$ cat src/dsc_defs.svh
// Purpose: Named timing and field constants for the command spacing gate
// Assumes: Command clock of 100 MHz, times held in picoseconds
// Notes:   Definitions only; included by the package, the timer and the gate
`ifndef DSC_DEFS_SVH
`define DSC_DEFS_SVH

// ----------------------------------------------------------------------
// Clock and counter sizing
// ----------------------------------------------------------------------
`define DSC_CK_PS 10000
`define DSC_CNT_W 6
`define DSC_NUM_BG 4
`define DSC_NUM_BANK 16
`define DSC_FAW_DEPTH 4

// ----------------------------------------------------------------------
// Page size codes
// ----------------------------------------------------------------------
`define DSC_PAGE_HALF 2'h0
`define DSC_PAGE_1K 2'h1
`define DSC_PAGE_2K 2'h2

// ----------------------------------------------------------------------
// Spacing minimums: time in ps and floor in clock cycles
// ----------------------------------------------------------------------
`define DSC_CCD_L_PS 5355
`define DSC_CCD_L_NCK 4
`define DSC_CCD_S_NCK 4
`define DSC_RRD_NCK 4
`define DSC_RRD_S_2K_PS 5300
`define DSC_RRD_S_1K_PS 3700
`define DSC_RRD_L_2K_PS 6400
`define DSC_RRD_L_1K_PS 5300
`define DSC_FAW_2K_PS 30000
`define DSC_FAW_2K_NCK 28
`define DSC_FAW_1K_PS 21000
`define DSC_FAW_1K_NCK 20
`define DSC_FAW_HALF_PS 15000
`define DSC_FAW_HALF_NCK 16
`define DSC_WTR_S_PS 2500
`define DSC_WTR_S_NCK 2
`define DSC_WTR_L_PS 7500
`define DSC_WTR_L_NCK 4
`define DSC_RTP_PS 7500
`define DSC_RTP_NCK 4
`define DSC_WR_PS 15000
`define DSC_WR_NCK 1
`define DSC_CRC_DM_PS 3750
`define DSC_CRC_DM_NCK 5
// Cycles from a write command to the start of the internal write
`define DSC_WDATA_END_NCK 8

`endif

$ cat src/dsc_pkg.sv
// Purpose: Types and the cycle conversion shared by the spacing gate
// Assumes: dsc_defs.svh gives the clock period in ps
// Notes:   Commands are limited to activate, read, write and precharge
`include "dsc_defs.svh"

package dsc_pkg;

    // ------------------------------------------------------------------
    // Command and carrier types
    // ------------------------------------------------------------------
    typedef enum logic [1:0] {
        DSC_ACT = 2'b00,
        DSC_RD = 2'b01,
        DSC_WR = 2'b10,
        DSC_PRE = 2'b11
    } dsc_cmd_type;

    typedef logic [`DSC_CNT_W-1:0] dsc_cnt_type;

    typedef struct packed {
        dsc_cmd_type cmd;
        logic [1:0] bg;
        logic [1:0] ba;
    } dsc_req_type;

    typedef struct packed {
        logic [1:0] page;
        logic crc_dm_en;
    } dsc_cfg_type;

    typedef struct packed {
        logic vld;
        dsc_cmd_type cmd;
        logic [1:0] bg;
        logic [1:0] ba;
    } dsc_dram_type;

    // ------------------------------------------------------------------
    // Round a time up to whole cycles, never below the cycle floor
    // ------------------------------------------------------------------
    function automatic dsc_cnt_type dsc_cyc(input int ps, input int nck);
        int c;
        c = (ps + `DSC_CK_PS - 1) / `DSC_CK_PS;
        if (c < nck) begin
            c = nck;
        end
        return c[`DSC_CNT_W-1:0];
    endfunction : dsc_cyc

endpackage : dsc_pkg

$ cat src/dsc_timer.sv
// Purpose: Down counter that holds off a command class after an issue
// Assumes: Load value is the spacing in cycles minus one
// Notes:   A new load never shortens a hold already running
`timescale 1ns/1ps
`include "dsc_defs.svh"

module dsc_timer (
    // Clock and reset
    input wire logic clk,
    input wire logic sys_rst,
    // Load request
    input wire logic ld,
    input wire dsc_pkg::dsc_cnt_type ld_val,
    // Hold status
    output logic busy
);
    import dsc_pkg::*;

    dsc_cnt_type cnt_r;
    dsc_cnt_type cnt_dec;
    dsc_cnt_type cnt_nxt;

    // Keep the larger of the remaining hold and the new one
    assign cnt_dec = (cnt_r == '0) ? '0 : cnt_r - dsc_cnt_type'(1);
    assign cnt_nxt = (ld && (ld_val > cnt_dec)) ? ld_val : cnt_dec;
    assign busy = (cnt_r != '0);

    // Counter register
    always_ff @(posedge clk) begin
        if (sys_rst) begin
            cnt_r <= '0;
        end else begin
            cnt_r <= cnt_nxt;
        end
    end

endmodule : dsc_timer

$ cat src/dsc_gate.sv
// Purpose: Holds DDR4 commands until every spacing minimum is met
// Assumes: Command clock 100 MHz, one command request at a time
// Notes:   Spacing is counted from the cycle a command leaves the gate
//          All counts are fixed when the design is built, so another clock
//          period needs only a new period define
`timescale 1ns/1ps
`include "dsc_defs.svh"

module dsc_gate (
    // Clock and reset
    input wire logic clk,
    input wire logic sys_rst,
    // Static configuration
    input wire dsc_pkg::dsc_cfg_type cfg,
    // Command request from the scheduler
    input wire logic req_valid,
    input wire dsc_pkg::dsc_req_type req,
    output logic req_ack,
    // Command toward the DRAM
    output dsc_pkg::dsc_dram_type dram_cmd
);
    import dsc_pkg::*;

    // ------------------------------------------------------------------
    // Spacing counts in cycles
    // ------------------------------------------------------------------
    // Column command spacing
    localparam dsc_cnt_type CCD_L = dsc_cyc(`DSC_CCD_L_PS, `DSC_CCD_L_NCK);
    localparam dsc_cnt_type CCD_S = dsc_cnt_type'(`DSC_CCD_S_NCK);
    // Activate spacing and the rolling window
    localparam dsc_cnt_type RRD_S_2K = dsc_cyc(`DSC_RRD_S_2K_PS, `DSC_RRD_NCK);
    localparam dsc_cnt_type RRD_S_1K = dsc_cyc(`DSC_RRD_S_1K_PS, `DSC_RRD_NCK);
    localparam dsc_cnt_type RRD_L_2K = dsc_cyc(`DSC_RRD_L_2K_PS, `DSC_RRD_NCK);
    localparam dsc_cnt_type RRD_L_1K = dsc_cyc(`DSC_RRD_L_1K_PS, `DSC_RRD_NCK);
    localparam dsc_cnt_type FAW_2K = dsc_cyc(`DSC_FAW_2K_PS, `DSC_FAW_2K_NCK);
    localparam dsc_cnt_type FAW_1K = dsc_cyc(`DSC_FAW_1K_PS, `DSC_FAW_1K_NCK);
    localparam dsc_cnt_type FAW_HALF = dsc_cyc(`DSC_FAW_HALF_PS, `DSC_FAW_HALF_NCK);
    // Write turnaround, read to precharge and write recovery
    localparam dsc_cnt_type WTR_S = dsc_cyc(`DSC_WTR_S_PS, `DSC_WTR_S_NCK);
    localparam dsc_cnt_type WTR_L = dsc_cyc(`DSC_WTR_L_PS, `DSC_WTR_L_NCK);
    localparam dsc_cnt_type RTP = dsc_cyc(`DSC_RTP_PS, `DSC_RTP_NCK);
    localparam dsc_cnt_type TWR = dsc_cyc(`DSC_WR_PS, `DSC_WR_NCK);
    localparam dsc_cnt_type CRC_DM = dsc_cyc(`DSC_CRC_DM_PS, `DSC_CRC_DM_NCK);
    // Data phase of a write and the unit step
    localparam dsc_cnt_type WDATA = dsc_cnt_type'(`DSC_WDATA_END_NCK);
    localparam dsc_cnt_type ONE = dsc_cnt_type'(1);

    // ------------------------------------------------------------------
    // Request decode
    // ------------------------------------------------------------------
    // Output registers and the window slot pointer
    logic ack_r;
    dsc_dram_type cmd_r;
    logic [1:0] faw_ptr_r;
    // Command class and flat bank index
    wire logic is_act = (req.cmd == DSC_ACT);
    wire logic is_rd = (req.cmd == DSC_RD);
    wire logic is_wr = (req.cmd == DSC_WR);
    wire logic is_pre = (req.cmd == DSC_PRE);
    wire logic [3:0] bank = {req.bg, req.ba};
    // Page size decode; code 3 is handled as a 2KB page everywhere
    wire logic page_1k = (cfg.page == `DSC_PAGE_1K);
    wire logic page_2k = !page_1k && (cfg.page != `DSC_PAGE_HALF);

    // Page dependent spacing; unknown page codes take the 2KB figures
    wire dsc_cnt_type rrd_s = page_2k ? RRD_S_2K : RRD_S_1K;
    wire dsc_cnt_type rrd_l = page_2k ? RRD_L_2K : RRD_L_1K;
    wire dsc_cnt_type faw = page_2k ? FAW_2K :
        (page_1k ? FAW_1K : FAW_HALF);

    // Extension applies only while both CRC and mask are enabled
    wire dsc_cnt_type ext = cfg.crc_dm_en ? CRC_DM : '0;

    // Holds measured from the write command, so the data phase is added
    wire dsc_cnt_type wtr_s_ld = WDATA + WTR_S + ext - ONE;
    wire dsc_cnt_type wtr_l_ld = WDATA + WTR_L + ext - ONE;
    wire dsc_cnt_type wr_rec_ld = WDATA + TWR + ext - ONE;

    // ------------------------------------------------------------------
    // Hold timers
    // ------------------------------------------------------------------
    // Busy flags of every hold: per class, group, bank and window slot
    logic col_g_busy;
    logic act_g_busy;
    logic wtr_g_busy;
    logic [`DSC_NUM_BG-1:0] col_bg_busy;
    logic [`DSC_NUM_BG-1:0] act_bg_busy;
    logic [`DSC_NUM_BG-1:0] wtr_bg_busy;
    logic [`DSC_NUM_BANK-1:0] pre_bk_busy;
    logic [`DSC_FAW_DEPTH-1:0] faw_busy;
    logic take;

    // Any-group timers
    // Column commands to any group
    dsc_timer u_col_g (
        .clk(clk), .sys_rst(sys_rst),
        .ld(take && (is_rd || is_wr)),
        .ld_val(CCD_S - ONE),
        .busy(col_g_busy)
    );
    // Activates to any group
    dsc_timer u_act_g (
        .clk(clk), .sys_rst(sys_rst),
        .ld(take && is_act),
        .ld_val(rrd_s - ONE),
        .busy(act_g_busy)
    );
    // Reads to any group after a write
    dsc_timer u_wtr_g (
        .clk(clk), .sys_rst(sys_rst),
        .ld(take && is_wr),
        .ld_val(wtr_s_ld),
        .busy(wtr_g_busy)
    );

    // Per bank group timers
    genvar g;
    generate
        for (g = 0; g < `DSC_NUM_BG; g = g + 1) begin : g_bg
            wire logic hit = take && (req.bg == 2'(g));
            dsc_timer u_col (
                .clk(clk), .sys_rst(sys_rst),
                .ld(hit && (is_rd || is_wr)),
                .ld_val(CCD_L - ONE),
                .busy(col_bg_busy[g])
            );
            dsc_timer u_act (
                .clk(clk), .sys_rst(sys_rst),
                .ld(hit && is_act),
                .ld_val(rrd_l - ONE),
                .busy(act_bg_busy[g])
            );
            dsc_timer u_wtr (
                .clk(clk), .sys_rst(sys_rst),
                .ld(hit && is_wr),
                .ld_val(wtr_l_ld),
                .busy(wtr_bg_busy[g])
            );
        end
    endgenerate

    // Per bank precharge holds from read or write recovery
    genvar b;
    generate
        for (b = 0; b < `DSC_NUM_BANK; b = b + 1) begin : g_bank
            wire logic hit = take && (bank == 4'(b));
            dsc_timer u_pre (
                .clk(clk), .sys_rst(sys_rst),
                .ld(hit && (is_rd || is_wr)),
                .ld_val(is_wr ? wr_rec_ld : RTP - ONE),
                .busy(pre_bk_busy[b])
            );
        end
    endgenerate

    // Rolling window: one slot per remembered activate, used in turn.
    // A fifth activate must wait for the oldest slot to run out.
    genvar f;
    generate
        for (f = 0; f < `DSC_FAW_DEPTH; f = f + 1) begin : g_faw
            dsc_timer u_faw (
                .clk(clk), .sys_rst(sys_rst),
                .ld(take && is_act && (faw_ptr_r == 2'(f))),
                .ld_val(faw - ONE),
                .busy(faw_busy[f])
            );
        end
    endgenerate

    // ------------------------------------------------------------------
    // Issue decision: every limit checked in the same cycle
    // ------------------------------------------------------------------
    // A fifth activate waits on the slot that the pointer will reuse
    wire logic act_ok = !act_g_busy && !act_bg_busy[req.bg] &&
        !faw_busy[faw_ptr_r];
    wire logic col_ok = !col_g_busy && !col_bg_busy[req.bg];
    wire logic rd_ok = col_ok && !wtr_g_busy &&
        !wtr_bg_busy[req.bg];
    // Precharge waits on read to precharge and on write recovery
    wire logic pre_ok = !pre_bk_busy[bank];
    // Only the holds of the requested class gate the issue
    wire logic cls_ok = (is_act && act_ok) || (is_rd && rd_ok) ||
        (is_wr && col_ok) || (is_pre && pre_ok);

    // The cycle after an ack the scheduler still shows the old request
    assign take = req_valid && !ack_r && cls_ok;

    // Next command word; idle cycles carry an all-zero word
    wire dsc_dram_type cmd_nxt = take ?
        dsc_dram_type'{vld: 1'h1, cmd: req.cmd, bg: req.bg, ba: req.ba} :
        dsc_dram_type'{vld: 1'h0, cmd: DSC_ACT, bg: 2'h0, ba: 2'h0};

    // ------------------------------------------------------------------
    // Output and window pointer registers
    // ------------------------------------------------------------------
    // The pointer moves once per issued activate
    always_ff @(posedge clk) begin
        if (sys_rst) begin
            ack_r <= 1'h0;
            cmd_r <= '0;
            faw_ptr_r <= 2'h0;
        end else begin
            ack_r <= take;
            cmd_r <= cmd_nxt;
            faw_ptr_r <= faw_ptr_r + 2'(take && is_act);
        end
    end

    // Top outputs come straight from the registers
    assign req_ack = ack_r;
    assign dram_cmd = cmd_r;

endmodule : dsc_gate

$ cat config.mk
export PLATFORM = sky130hd
export DESIGN_NAME = dsc_gate
export DESIGN_NICKNAME = d
export VERILOG_FILES = /design/src/dsc_pkg.sv /design/src/dsc_timer.sv /design/src/dsc_gate.sv
export VERILOG_INCLUDE_DIRS = /design/src
export SDC_FILE = /design/constraint.sdc
export NUM_CORES = 1
export LEC_CHECK = 0
export ABC_AREA = 1
export ABC_CLOCK_PERIOD_IN_PS = 4500
export BUFFER_PORTS_ARGS = -buffer_cell sky130_fd_sc_hd__buf_4
export CORE_ASPECT_RATIO = 1.25
export CORE_UTILIZATION = 58
export DETAILED_ROUTE_END_ITERATION = 7
export GPL_TIMING_DRIVEN = 1
export PLACE_DENSITY = 0.8
export SLEW_MARGIN = 15
export SYNTH_ARGS = -nofsm -noshare
export SYNTH_HDL_FRONTEND = slang
export SYNTH_SLANG_ARGS = --single-unit
$ cat constraint.sdc
create_clock -name clk -period 4.5 [get_ports clk]
set_input_delay 1.125 -clock clk [delete_from_list [all_inputs] [get_ports clk]]
set_output_delay 1.125 -clock clk [all_outputs]
set_load 0.05 [all_outputs]
Word level (Yosys, flattened, before mapping):

Index checks and enable logic that the tools add are counted.

* add/sub/neg operators: 41
* magnitude comparators: 38
* eq/ne operators: 25
* muxes and demuxes: 85
* bitwise operators: 1
* reductions and logical operators: 202

Operators with widths (count)
* $mux W6: 61
* $logic_not A6 Y1: 35
* $reduce_bool A6 Y1: 35
* $sub A6 B1 Y6 const B: 35
* $gt A6 B6 Y1: 25
* $logic_and A1 B1 Y1: 102
* $gt A2 B6 Y1 const A: 10
* $eq A4 B4 Y1 const B: 8
* $reduce_or A2 Y1: 11
* $mux W2: 10
* $sub A5 B1 Y6 const B: 3
* $eq A4 B3 Y1 const B: 4
* $eq A2 B2 Y1 const B: 6
* $add A4 B3 Y5 const A: 2
* $logic_not A1 Y1: 10
* $bmux W1 S2: 4
* $eq A2 B1 Y1 const B: 4
* $eq A4 B2 Y1 const B: 2
* $mux W7: 1
* $logic_not A2 Y1: 3
* $lt A2 B3 Y1 const B: 2
* $mux W3: 2
* $lt A4 B5 Y1 const B: 1
* $mux W1: 5
* other kinds (8): 11

* register bits: 220
* logic and storage cells: 443

Longest topological paths before layout:

Gate-level depths: netlist of run 1.

* depth after elaboration: 16
* mapped depth: 18
* gate-level depth less buffers: 18

Cells and area by module:

A second synthesis of run 1 with hierarchy kept.

* cell total of the unflattened synthesis: 3615
* area total of the unflattened synthesis: 22559.1 sq um

Modules (own cells, without submodules)
* dsc_timer (g_bank[2].u_pre ...): times used 21, cells an instance 98, area each 613.1 sq um, seq. area each 120.1 sq um
* dsc_timer (g_bank[0].u_pre ...): times used 14, cells an instance 98, area each 624.3 sq um, seq. area each 120.1 sq um
* dsc_gate: times used 1, cells an instance 185, area each 943.4 sq um, seq. area each 180.2 sq um

Worst setup path before layout of run 1:

OpenSTA, ideal clock, no wires.

* kind: input port to flip-flop
* start point: input req[4] (netlist name)
* end point: register g_bank[12].u_pre.cnt_r[1]
* setup time: 114 ps
* arrival: 4278 ps
* slack: 108 ps
* stages: 18
* buffers on the path: 2
* path through: inv_1 > ha_1 > clkbuf_1 > clkinv_1 > nor2_1 > clkbuf_1 > inv_1 > ha_1 > nand2_1 > o21ai_0 > a21o_1 > nand3_1 > nor2_1 > inv_1 > nor2_1 > nand2_1 > nand2_1 > nor2_1

* longest elaborated chain between the ends: 10
* elaborated cells on any way between the ends: 19
* those cells by class: order compare (1); eq/ne (3); mux (2); reduce/logical (13)

RTL lines
* start, declared: line dsc_gate.sv:17 `input wire dsc_pkg::dsc_req_type req,`
* parallel branches: the longest is 9 deep, another holds $gt A6 B6 Y1
* $mux W6 *: line dsc_timer.sv:25 `assign cnt_nxt = (ld && (ld_val > cnt_dec)) ? ld_val : cnt_dec;`
* end signal, assigned: line dsc_timer.sv:33 `cnt_r <= cnt_nxt;`
* end, declared: line dsc_timer.sv:19 `dsc_cnt_type cnt_r;`

Mark *: on every way between the ends.
A chain may end at the register's enable or synchronous reset.

Worst setup path after layout of run 1:

* start point: input req[4] (netlist name)
* end point: register g_bank[7].u_pre.cnt_r[1]

* longest elaborated chain between the ends: 10
* elaborated cells on any way between the ends: 19
* those cells by class: order compare (1); eq/ne (3); mux (2); reduce/logical (13)

RTL lines (line)
* parallel branches: the longest is 9 deep, another holds $gt A6 B6 Y1
* $mux W6 *: dsc_timer.sv:25
* end signal, assigned: dsc_timer.sv:33
* end, declared: dsc_timer.sv:19

Marks and branches as above.

==> run metrics, run 1 <==
status completed; register area share after synthesis 29.4%; Final GP Congestion 0.880; die height 181 µm; TritonRoute pass-1 iters 6; post-cts resize count 0; Die Footprint 26400 µm²; core area 25200 µm²; P_leak 8.38 nW; DR iter-0 viols 837; row count 65; Starting Density 59.2%; relative slew slack 44.8%; setup TNS 0 ns; Post-Synthesis Net Count 2424; WS Path Type in -> reg; clock latency at the later pin of the worst-skew pair 0.53 ns; post-route ant nets 0; Async S/R FF share, synth 0%; DRC 0; Synth Area per Inst 6.63 µm²; CTS Buf Count 23; final hold violation count 0; Worst Max-Slew Pin Slew 0.826 ns; IO Pins 20; flop-to-flop setup slack 1.58 ns; Layout area overhead 8.57%; post-CTS setup buffers 0; worst reg2reg path depth 13; pin count of the biggest net entering global routing 70; register area 4380 µm²; Synth Warn # 0; crit path time final 3.33 ns; power per cell area 878 nW/µm²; clock root buffer clkbuf_16; Hold Crit Start g_bg[2].u_wtr.cnt_r[5]$_SDFF_PP0_; vias in the first global route 13.7k; fmax 300 MHz; max_cap viols 0; Yosys reg bits 219; Final Util 64.2%; Worst Hold End g_bg[2].u_wtr.cnt_r[5]$_SDFF_PP0_; fillers 2239; die width 145 µm; Crit Reg-Reg Startpoint g_bank[5].u_pre.cnt_r[0]$_SDFF_PP0_; gr usage total 26.3%; Mapped Area 14900 µm²; Vias/cell 5.40; vias 14.2k; peak supply drop 0.508 mV; synth unique cells 48; Worst Path Required 4.91 ns; Sink Count 219; total wire length 34.1 mm; reg2reg end g_bank[13].u_pre.cnt_r[1]$_SDFF_PP0_; TritonCTS clock tree done; Post-synth EDFFs 0; post-DP HPWL 25.1 mm; nets 2449; cts hold-fix bufs 0; fraction of layout cells with a size suffix above 1 7.11%; Worst Setup SP req[4]; Final Slew Violations 0; clk_skew 0.0226 ns; Syn Inst Count 2250; crit end category flip-flop; Critical Path AT 3.74 ns; RSZ-0062 raised after global routing no; IO Port Bufs 19; Worst Path Max Fanout 16; Worst Setup Start Kind primary input; hold path depth 2; H-tree levels 1; Remaining Overflow, GRT 0; Min-Delay Path Class reg -> reg; final worst-path cycle share 74.0%; DR WL/cell 13.0 µm; first-pass GRT wire length 58.9 mm; ys flop type dfxtp_1; Max Buffers Root-to-Sink 3; initial antenna violation count 0; # setup viols final 0; Reg clk slew, reported paths 0.06 ns; antenna fix cells 0; Multi-input gate area 9010 µm²
## critical path, stage by stage
cell      delay [ns]
buf_4           0.12
inv_1           0.09
ha_1            0.25
clkinv_1        0.11
nor2_1          0.15
inv_1           0.37
ha_1            0.45
nand2_1         0.05
o21ai_0         0.19
a21o_1          0.15
nand4_1         0.15
nor2_1          0.31
nand2_1         0.09
nand2_1         0.07
nor2_1          0.05
## cell usage after synthesis, types with 2 or more instances
cell type,number,share of area [%]
nand2_1,425,11
nor2_1,414,10
inv_1,368,9.3
dfxtp_1,219,29
ha_1,162,14
a21oi_1,155,5.2
nand3_1,124,4.2
o21ai_0,86,2.9
nor3_1,37,1.2
nand4_1,29,1.2
nor2_2,24,1.0
xor2_1,23,1.4
nand3b_1,19,0.96
nand3_2,18,1.2
a21o_1,16,0.81
or2_2,16,0.67
a41oi_1,12,0.70
clkbuf_1,11,0.28
buf_1,10,0.25
nand4_2,7,0.59
nor2_4,7,0.53
a31o_2,6,0.35
nand2_2,6,0.25
o2111ai_1,6,0.35
a31oi_1,5,0.21
a211oi_1,4,0.20
o21ai_1,4,0.13
o21bai_1,4,0.20
buf_2,3,0.10
buf_4,3,0.15
inv_2,3,0.075
o21ai_2,3,0.18
o31ai_1,3,0.15
and3_1,2,0.084
nand3_4,2,0.23
o2111a_1,2,0.15
## worst max-delay path by stage
stage                                                       to  slack [ns]  cells past startpoint
after CTS                 g_bank[12].u_pre.cnt_r[1]$_SDFF_PP0_        1.20                     17
after detailed placement  g_bank[12].u_pre.cnt_r[1]$_SDFF_PP0_        0.65                     17
after global placement    g_bank[12].u_pre.cnt_r[1]$_SDFF_PP0_        0.73                     17
final                      g_bank[7].u_pre.cnt_r[1]$_SDFF_PP0_        1.17                     15
after floorplan           g_bank[12].u_pre.cnt_r[1]$_SDFF_PP0_        0.11                     18
after global routing      g_bank[12].u_pre.cnt_r[1]$_SDFF_PP0_        0.87                     17
## logic make-up (layout without fill, tap and decap cells)
logic type                 Yosys count  after routing  share of synthesized area, %
and+or+nand+nor                   1135           1135                          33.6
buffers and inverters              400            442                          10.2
AOI/OAI and AO/OA                  310            310                          11.8
DFF                                219            219                          29.4
adders and majority gates          162            162                          13.6
xor gates and xnor gates            24             24                          1.41
## sequential cells by signal, indices dropped and copies added (netlist names), 6 cells and up
name	flops
g_bg.u_act.cnt_r	24
u_col_g.cnt_r	6
u_act_g.cnt_r	6
u_wtr_g.cnt_r	6
g_bank.u_pre.cnt_r	96
g_bg.u_wtr.cnt_r	24
dram_cmd	6
g_faw.u_faw.cnt_r	24
g_bg.u_col.cnt_r	24
## per-stage QoR
stage / total power, mW / area, µm² / setup WS [ns] / hold slack, ns / cells
floorplan: 10.4 / 14900 / 0.108 / 0.489 / 2250
global placement: 11.8 / 15400 / 0.727 / 0.511 / 2585
detailed placement: 12.2 / 15400 / 0.646 / 0.524 / 2585
CTS: 14.2 / 16200 / 1.20 / 0.541 / 2627
global route: 15.9 / 16200 / 0.868 / 0.582 / 2627
finish: 14.2 / 16200 / 1.17 / 0.548 / 2627
## layout make-up
| type | instances | area share, % |
|---|---|---|
| Clock inverter | 12 | 0.742 |
| Clock buffer | 30 | 3.96 |
| Timing Repair Buffer | 28 | 1.38 |
| Multi-Input combinational cell | 1631 | 55.6 |
| Sequential cell | 219 | 27.1 |
| Tap cell | 335 | 2.59 |
| Inverter | 372 | 8.63 |
## metal layers
layer / vias up / share of wire [%] / GRT usage [%]
met2: 356 / 51 / 50.2
li1: 7283 / - / -
met5: - / 0 / 0
met4: 0 / 3.6 / 10.8
met1: 6462 / 41 / 29.1
met3: 88 / 4.9 / 3.13
## report_power, final
part           switching [mW]  internal [mW]  total [mW]
Clock                   0.810           1.12        1.93
Sequential              0.574           2.79        3.37
Combinational            5.51           3.41        8.91
## cell usage in the layout, fill, tap and decap left out, drive strengths merged, types with 2 or more instances in the layout
| cell | n |
|---|---|
| nor3 | 38 |
| nand3 | 144 |
| o2111ai | 6 |
| a41oi | 12 |
| nand3b | 19 |
| ha | 162 |
| a31oi | 5 |
| a21o | 16 |
| o2111a | 2 |
| and3 | 2 |
| o31ai | 3 |
| buf | 28 |
| a31o | 6 |
| inv | 372 |
| or2 | 17 |
| a21oi | 156 |
| clkinv | 9 |
| dfxtp | 219 |
| clkbuf | 30 |
| nor2 | 446 |
| o21bai | 4 |
| xor2 | 23 |
| o21ai | 93 |
| nand4 | 36 |
| nand2 | 432 |
| a211oi | 4 |
| bufinv | 2 |
No activity file was read; power rests on OpenSTA's default activity.
==> run 2, diff against run 1 <==
--- a/config.mk
+++ b/config.mk
@@ -7,7 +7,7 @@
 export NUM_CORES = 1
 export LEC_CHECK = 0
 export ABC_AREA = 1
-export ABC_CLOCK_PERIOD_IN_PS = 4500
+export ABC_CLOCK_PERIOD_IN_PS = 2920
 export BUFFER_PORTS_ARGS = -buffer_cell sky130_fd_sc_hd__buf_4
 export CORE_ASPECT_RATIO = 1.25
 export CORE_UTILIZATION = 58
==> constraint.sdc (replaced) <==
create_clock -name clk -period 2.92 [get_ports clk]
set_input_delay 0.73 -clock clk [delete_from_list [all_inputs] [get_ports clk]]
set_output_delay 0.73 -clock clk [all_outputs]
set_load 0.05 [all_outputs]
==> run metrics, run 2 (synthesis gave the netlist of run 1 again) <==
final hold violation count 0 (unchanged); pre-CTS setup slack -0.0214 ns (-0.668 ns); sw frac 47.9% (-0.56 points); P_leak 8.65 nW (+3.2%); IO Port Bufs 19 (unchanged); power per cell area 1360 nW/µm² (+54%); TritonCTS clock tree done; max_cap viols 0 (unchanged); Vias/cell 5.40 (about the same); CTS Buf Count 24 (+4.3%); post-route ant nets 0 (unchanged); setup slack after layout 0.183 ns (-0.986 ns); Worst Path Max Fanout 13 (-3); fmax 365 MHz; P_sw 10.9 mW (+58%); Crit Reg-Reg Startpoint g_faw[0].u_faw.cnt_r[0]$_SDFF_PP0_; setup TNS 0 ns (unchanged); Hold Worst Slack 0.448 ns (-0.0999 ns); Reg clk slew, reported paths 0.06 ns (about the same); Final Util 66.6% (+2.3 points); Final GP Congestion 0.921 (+4.7%); Worst Path Required 3.34 ns (-1.57 ns); DR iter-0 viols 744 (-11%); H-tree levels 1 (unchanged); IO Pins 20 (unchanged); flop-to-flop setup slack 0.18 ns (-1.40 ns); DR WL/cell 13.5 µm (+4.3%); hold path depth 3 (+1); core area 25200 µm² (unchanged); Largest register FFs 96 (unchanged); final worst-path cycle share 93.7%; vias 14.4k (+1.7%); Clock power frac 14.7% (+1.1 points); clock latency at the later pin of the worst-skew pair 0.54 ns (about the same); Comb pwr share 62.3% (-0.4 points); cts hold-fix bufs 0 (unchanged); Sink Count 219 (unchanged); Min-Delay Path Class in -> reg; die width 145 µm (unchanged); row count 65 (unchanged); Max Buffers Root-to-Sink 3 (unchanged); Die Footprint 26400 µm² (unchanged); fraction of layout cells with a size suffix above 1 9.97% (+2.9 points); Overall Power 22.8 mW (+60%); # setup viols final 0 (unchanged); Critical Path AT 3.16 ns (-0.58 ns); Worst Setup Start Kind flip-flop; crit path time final 2.74 ns; die height 181 µm (unchanged); Final Slew Violations 0 (unchanged); Finished Cell Area 16800 µm² (+3.6%); gr usage total 27.4% (+1.2 points); most common cell after layout, fill and taps aside nand2_1; worst reg2reg path depth 15 (+2); vias in the first global route 14.1k (+3.0%); Layout area overhead 12.5%; WS Path Type reg -> reg; relative slew slack 63.1% (+18 points); post-DP HPWL 26.4 mm (+5.2%); Hold Crit Start req[3]; antenna fix cells 0 (unchanged); crit end category flip-flop; reg2reg end g_bank[2].u_pre.cnt_r[1]$_SDFF_PP0_; Remaining Overflow, GRT 0 (unchanged); nets 2493 (+1.8%); clk_skew 0.0317 ns (+0.00908 ns); RSZ-0062 raised after global routing yes; Starting Density 59.2% (unchanged); first-pass GRT wire length 61.2 mm (+3.9%); status completed; Non-Filler Instances 2672 (+1.7%); total wire length 36.1 mm (+6.1%); DRC 0 (unchanged); Worst Hold End dram_cmd[3]$_SDFF_PP0_; initial antenna violation count 0 (unchanged); Worst Max-Slew Pin Slew 0.554 ns (-0.272 ns); peak supply drop 0.773 mV (+52%); pin count of the biggest net entering global routing 62 (-11%); register bank with the most flops g_bank.u_pre.cnt_r; most frequent cells in the layout 424 x nand2_1, 398 x nor2_1, 365 x inv_1; clock root buffer clkbuf_16; placed inst area 15800 µm² (+2.6%); register share of total power 22.9% (-0.8 points); TritonRoute pass-1 iters 5 (-1); Placed Cells 2626 (+1.6%); P_int 11.9 mW (+62%)
==> run 2: how the worst max path moves through the flow <==
stage                                            start                              endpoint  slack [ns]  cells after the start
finish              g_faw[0].u_faw.cnt_r[0]$_SDFF_PP0_   g_bank[2].u_pre.cnt_r[1]$_SDFF_PP0_        0.18                     15
global route        g_faw[0].u_faw.cnt_r[0]$_SDFF_PP0_   g_bank[2].u_pre.cnt_r[1]$_SDFF_PP0_       -0.12                     15
global placement                                req[4]   g_bank[6].u_pre.cnt_r[5]$_SDFF_PP0_        0.05                     14
detailed placement                              req[4]   g_bank[6].u_pre.cnt_r[4]$_SDFF_PP0_       -0.02                     14
CTS                  g_bg[3].u_wtr.cnt_r[0]$_SDFF_PP0_     g_bg[3].u_wtr.cnt_r[1]$_SDFF_PP0_        0.07                     18
floorplan                                       req[4]  g_bank[14].u_pre.cnt_r[1]$_SDFF_PP0_       -0.28                     15
==> run 2: critical path, stage by stage (launching register included) <==
cell and delay (ns):
dfxtp_1 0.31, inv_1 0.12, ha_1 0.18, nand2_1 0.07
nor2_1 0.18, nand2_1 0.18, nand2_1 0.10, nand3_1 0.17
nor2_1 0.18, a21oi_2 0.07, nand2_4 0.12, nand4_2 0.37
nor2_2 0.33, nand2_1 0.10, nand2_1 0.09, nor2_1 0.07
==> run 2: layout make-up <==
| type | instances | area [µm²] |
|---|---|---|
| Clock inverter | 13 | 204 |
| Tap cell | 335 | 419 |
| Fill cell | 2182 | 8430 |
| Multi-Input combinational cell | 1631 | 9100 |
| Inverter | 372 | 1420 |
| Sequential cell | 219 | 4380 |
| Timing Repair Buffer | 71 | 596 |
| Clock buffer | 31 | 667 |
==> run 2: metal layers <==
| layer | wire length, µm | vias to the layer above | global-route usage (%) | part of all wire [%] |
|---|---|---|---|---|
| met4 | 1270 | 0 | 11.9 | 3.5 |
| li1 | - | 7368 | - | - |
| met3 | 1580 | 108 | 3.21 | 4.4 |
| met1 | 14400 | 6627 | 28.9 | 40 |
| met2 | 18900 | 326 | 54.0 | 52 |
| met5 | 0 | - | 0 | 0 |
==> run 2: power by group through the flow <==
stage	Combinational (mW)	Sequential [mW]	Clock, mW
6_report	14.2	5.22	3.35
5_1_grt	16.4	5.36	3.53
4_1_cts	14.1	5.20	3.40
3_5_place_dp	13.9	5.25	0
3_3_place_gp	13.3	5.19	0
2_1_floorplan	11.0	5.06	0
==> run 2: what timing repair did <==
| action | CTS | global route |
|---|---|---|
| setup endpoints to repair | 0 | 64 |
| hold endpoints to repair | 0 | 0 |
| gates resized for setup | 0 | 17 |
| setup buffers | 0 | 2 |
==> run 3, diff against run 2 <==
--- a/config.mk
+++ b/config.mk
@@ -6,7 +6,7 @@
 export SDC_FILE = /design/constraint.sdc
 export NUM_CORES = 1
 export LEC_CHECK = 0
-export ABC_AREA = 1
+export ABC_AREA = 0
 export ABC_CLOCK_PERIOD_IN_PS = 2920
 export BUFFER_PORTS_ARGS = -buffer_cell sky130_fd_sc_hd__buf_4
 export CORE_ASPECT_RATIO = 1.25
==> run metrics, run 3 <==
Remaining Overflow, GRT 0 (unchanged); Syn Inst Count 1797 (-20%); Worst Path Required 3.34 ns (about the same); synth unique cells 78 (+63%); Sink Count 219 (unchanged); antenna fix cells 0 (unchanged); relative slew slack 67.5% (+4.4 points); # setup viols final 0 (unchanged); post-synthesis simple-gate area fraction 27.9% (-5.7 points); WS Path Type reg -> reg; cts hold-fix bufs 0 (unchanged); Worst Hold End g_bg[0].u_col.cnt_r[0]$_SDFF_PP0_; Worst Path Max Fanout 18 (+5); Final GP Congestion 0.935 (+1.5%); crit end category flip-flop; power per cell area 1270 nW/µm² (-6.4%); final hold violation count 0 (unchanged); crit path time final 2.80 ns (+0.0649 ns); Compound-Gate Fraction of Synth Area 12.2% (+0.43 points); Vias/cell 5.91 (+9.4%); Post-Synthesis Net Count 1971 (-19%); Synth Warn # 0 (unchanged); RSZ-0062 raised after global routing yes; clk_skew 0.0271 ns (-0.00454 ns); status completed; Worst Max-Slew Pin Slew 0.484 ns (-0.0701 ns); Yosys top cell by area dfxtp_1; TritonRoute pass-1 iters 7 (+2); DR iter-0 viols 774 (+4.0%); CTS Buf Count 24 (unchanged); IO Port Bufs 19 (unchanged); register area 4390 µm² (+0.20%); fmax 357 MHz (-2.3%); Final Slew Violations 0 (unchanged); Max Buffers Root-to-Sink 3 (unchanged); post-DP HPWL 27.4 mm (+3.8%); xor-xnor portion of the synthesized cell area 4.40% (+3.0 points); adder-cell area share of the yosys netlist 13.6% (-0.019 points); Mapped Area 14900 µm² (+0.14%); Async S/R FF share, synth 0% (unchanged); Post-synth top cells 244 x nor2_1, 219 x dfxtp_1, 162 x ha_1; reg2reg end g_bg[2].u_wtr.cnt_r[3]$_SDFF_PP0_; crit-path max cell delay 0.36 ns (about the same); fillers 1917 (-12%); Cell Chain, Critical Path inv_1 -> ha_4 -> nand2b_4 -> nor4_4 -> buf_6 -> a2111o_1 -> nand4_1 -> buf_4 -> a2111oi_4 -> buf_4 -> buf_8 -> buf_4 -> o211ai_1 -> o31ai_1; hold path depth 1 (-2); initial antenna violation count 0 (unchanged); final worst-path cycle share 96.0% (+2.2 points); post-route ant nets 0 (unchanged); IO Pins 20 (unchanged); P_leak 7.70 nW (-11%); vias in the first global route 13.2k (-6.2%); count leader, synth nor2_1; register bank with the most flops g_bank.u_pre.cnt_r; Non-Filler Instances 2251 (-16%); Layout area overhead 16.6%; Placed Cells 2199 (-16%); Multi-input gate area 10400 µm² (+14%); die height 181 µm (about the same); die width 146 µm (about the same); Yosys reg bits 219 (unchanged); fraction of layout cells with a size suffix above 1 17.9% (+7.9 points); CP max stage cell a2111oi_4; core area 25300 µm² (+0.32%); Largest register FFs 96 (unchanged); Die Footprint 26400 µm² (+0.14%); Hold Crit Start g_bg[0].u_col.cnt_r[0]$_SDFF_PP0_; row count 65 (unchanged); mux cell area share after synthesis 8.66% (+8.7 points); gr usage total 27.4% (about the same); Synth Area per Inst 8.31 µm² (+25%); Reg clk slew, reported paths 0.06 ns (about the same); most numerous cell on the critical path buf_4; clock latency at the later pin of the worst-skew pair 0.53 ns (about the same); register area share after synthesis 29.4% (-0.042 points); clock root buffer clkbuf_16; DRC 0 (unchanged); TritonCTS clock tree done; largest family of logic cells by synthesized area simple AND/OR/NAND/NOR gates; Crit Reg-Reg Startpoint g_bank[14].u_pre.cnt_r[0]$_SDFF_PP0_; peak supply drop 0.823 mV (+6.4%); most common cell after layout, fill and taps aside nor2_1; Min-Delay Path Class reg -> reg; Overall Power 22.1 mW (-2.9%); Worst Setup Start Kind flip-flop; Starting Density 59.1% (-0.11 points); top cells by area, synth dfxtp_1 29%, ha_1 14%, nor2_1 6.1%; flop-to-flop setup slack 0.12 ns (-0.06 ns); Post-synth EDFFs 0 (unchanged); H-tree levels 1 (unchanged); ys flop type dfxtp_1; Hold Worst Slack 0.477 ns (+0.0285 ns); total wire length 37.4 mm (+3.4%); first-pass GRT wire length 60.7 mm (-0.74%); most frequent cells in the layout 243 x nor2_1, 214 x dfxtp_1, 145 x ha_1; pin count of the biggest net entering global routing 46 (-26%); Critical Path AT 3.22 ns (+0.06 ns); vias 13.3k (-7.8%); max_cap viols 0 (unchanged); Synth top area share 29.4% (-0.042 points); DR WL/cell 16.6 µm (+23%); nets 2073 (-17%); worst reg2reg path depth 14 (-1)
run 3: cell count changes after synthesis, sizes merged, moves of 25 or more:
| cell | change |
|---|---|
| nor2b | +52 |
| clkbuf | +25 |
| nand3 | -108 |
| a21oi | -99 |
| or3 | +32 |
| nand2 | -319 |
| xor2 | +31 |
| nor2 | -201 |
| mux2i | +91 |
| nor3 | +42 |
| inv | -278 |
| mux2 | +32 |
| or2 | +43 |
| nand2b | +81 |
run 3: layer usage:
metal	share of wire, %	up-vias	GRT usage [%]
li1	-	6518	-
met1	41	6302	31.3
met2	50	369	51.4
met3	5.1	108	2.91
met4	3.7	0	11.7
met5	0	-	0
run 3: worst max path at each step:
| stage | from | slack (ns) | end | cells past startpoint |
|---|---|---|---|---|
| 2_1_floorplan | req[4] | -0.37 | g_bank[14].u_pre.cnt_r[1]$_SDFF_PP0_ | 12 |
| 3_3_place_gp | req[1] | -0.09 | g_bank[1].u_pre.cnt_r[1]$_SDFF_PP0_ | 10 |
| 3_5_place_dp | req[1] | -0.17 | g_bg[0].u_col.cnt_r[0]$_SDFF_PP0_ | 11 |
| 4_1_cts | g_bank[13].u_pre.cnt_r[0]$_SDFF_PP0_ | 0.007 | g_bank[4].u_pre.cnt_r[1]$_SDFF_PP0_ | 10 |
| 5_1_grt | g_bank[10].u_pre.cnt_r[0]$_SDFF_PP0_ | -0.03 | g_bg[2].u_col.cnt_r[0]$_SDFF_PP0_ | 14 |
| 6_report | g_bank[14].u_pre.cnt_r[0]$_SDFF_PP0_ | 0.12 | g_bg[2].u_wtr.cnt_r[3]$_SDFF_PP0_ | 14 |
run 3: stage by stage:
step	setup slack [ns]	util (%)	TNS (ns)	instance area, µm²
floorplan	-0.368	-	-9.77	15100
global placement	-0.0882	64.4	-3.33	16300
detailed placement	-0.174	64.4	-7.79	16300
CTS	0.00738	67.5	0	17100
global route	-0.0331	68.9	-0.183	17400
finish	0.118	68.9	0	17400
run 3: repair_timing:
action,in CTS,in global routing
pin swaps,1,12
setup endpoints to repair,51,114
buffers inserted,2,7
gates resized for setup,2,63
run 3: critical path, delay by kind of cell, from the launching register on:
kind                     cells  cell delay (ns)
AND/OR/NAND/NOR              3             0.40
adder cells (fa/ha/maj)      1             0.16
buffers and inverters        6             1.01
AO/OA/AOI/OAI                4             0.80
flip-flops                   1             0.33
run 3: layout make-up:
| class | instances | area share, % |
|---|---|---|
| Clock inverter | 6 | 0.381 |
| Clock buffer | 37 | 3.96 |
| Timing Repair Buffer | 128 | 6.34 |
| Inverter | 93 | 2.10 |
| Tap cell | 335 | 2.41 |
| Multi-Input combinational cell | 1433 | 59.6 |
| Sequential cell | 219 | 25.2 |
run 3: where the power goes:
| part | internal, mW | switching, mW |
|---|---|---|
| Clock | 1.71 | 1.23 |
| Combinational | 6.32 | 7.55 |
| Sequential | 4.21 | 1.08 |
| Total | 12.2 | 9.86 |
run 3: kinds of logic (layout without fill, tap and decap cells):
group / count (synthesis) / count (layout)
AOI/OAI and AO/OA: 259 / 259
adders and majority gates: 162 / 162
and+or+nand+nor: 813 / 813
muxes: 124 / 124
xor gates and xnor gates: 75 / 75
buffers and inverters: 145 / 264
DFF: 219 / 219
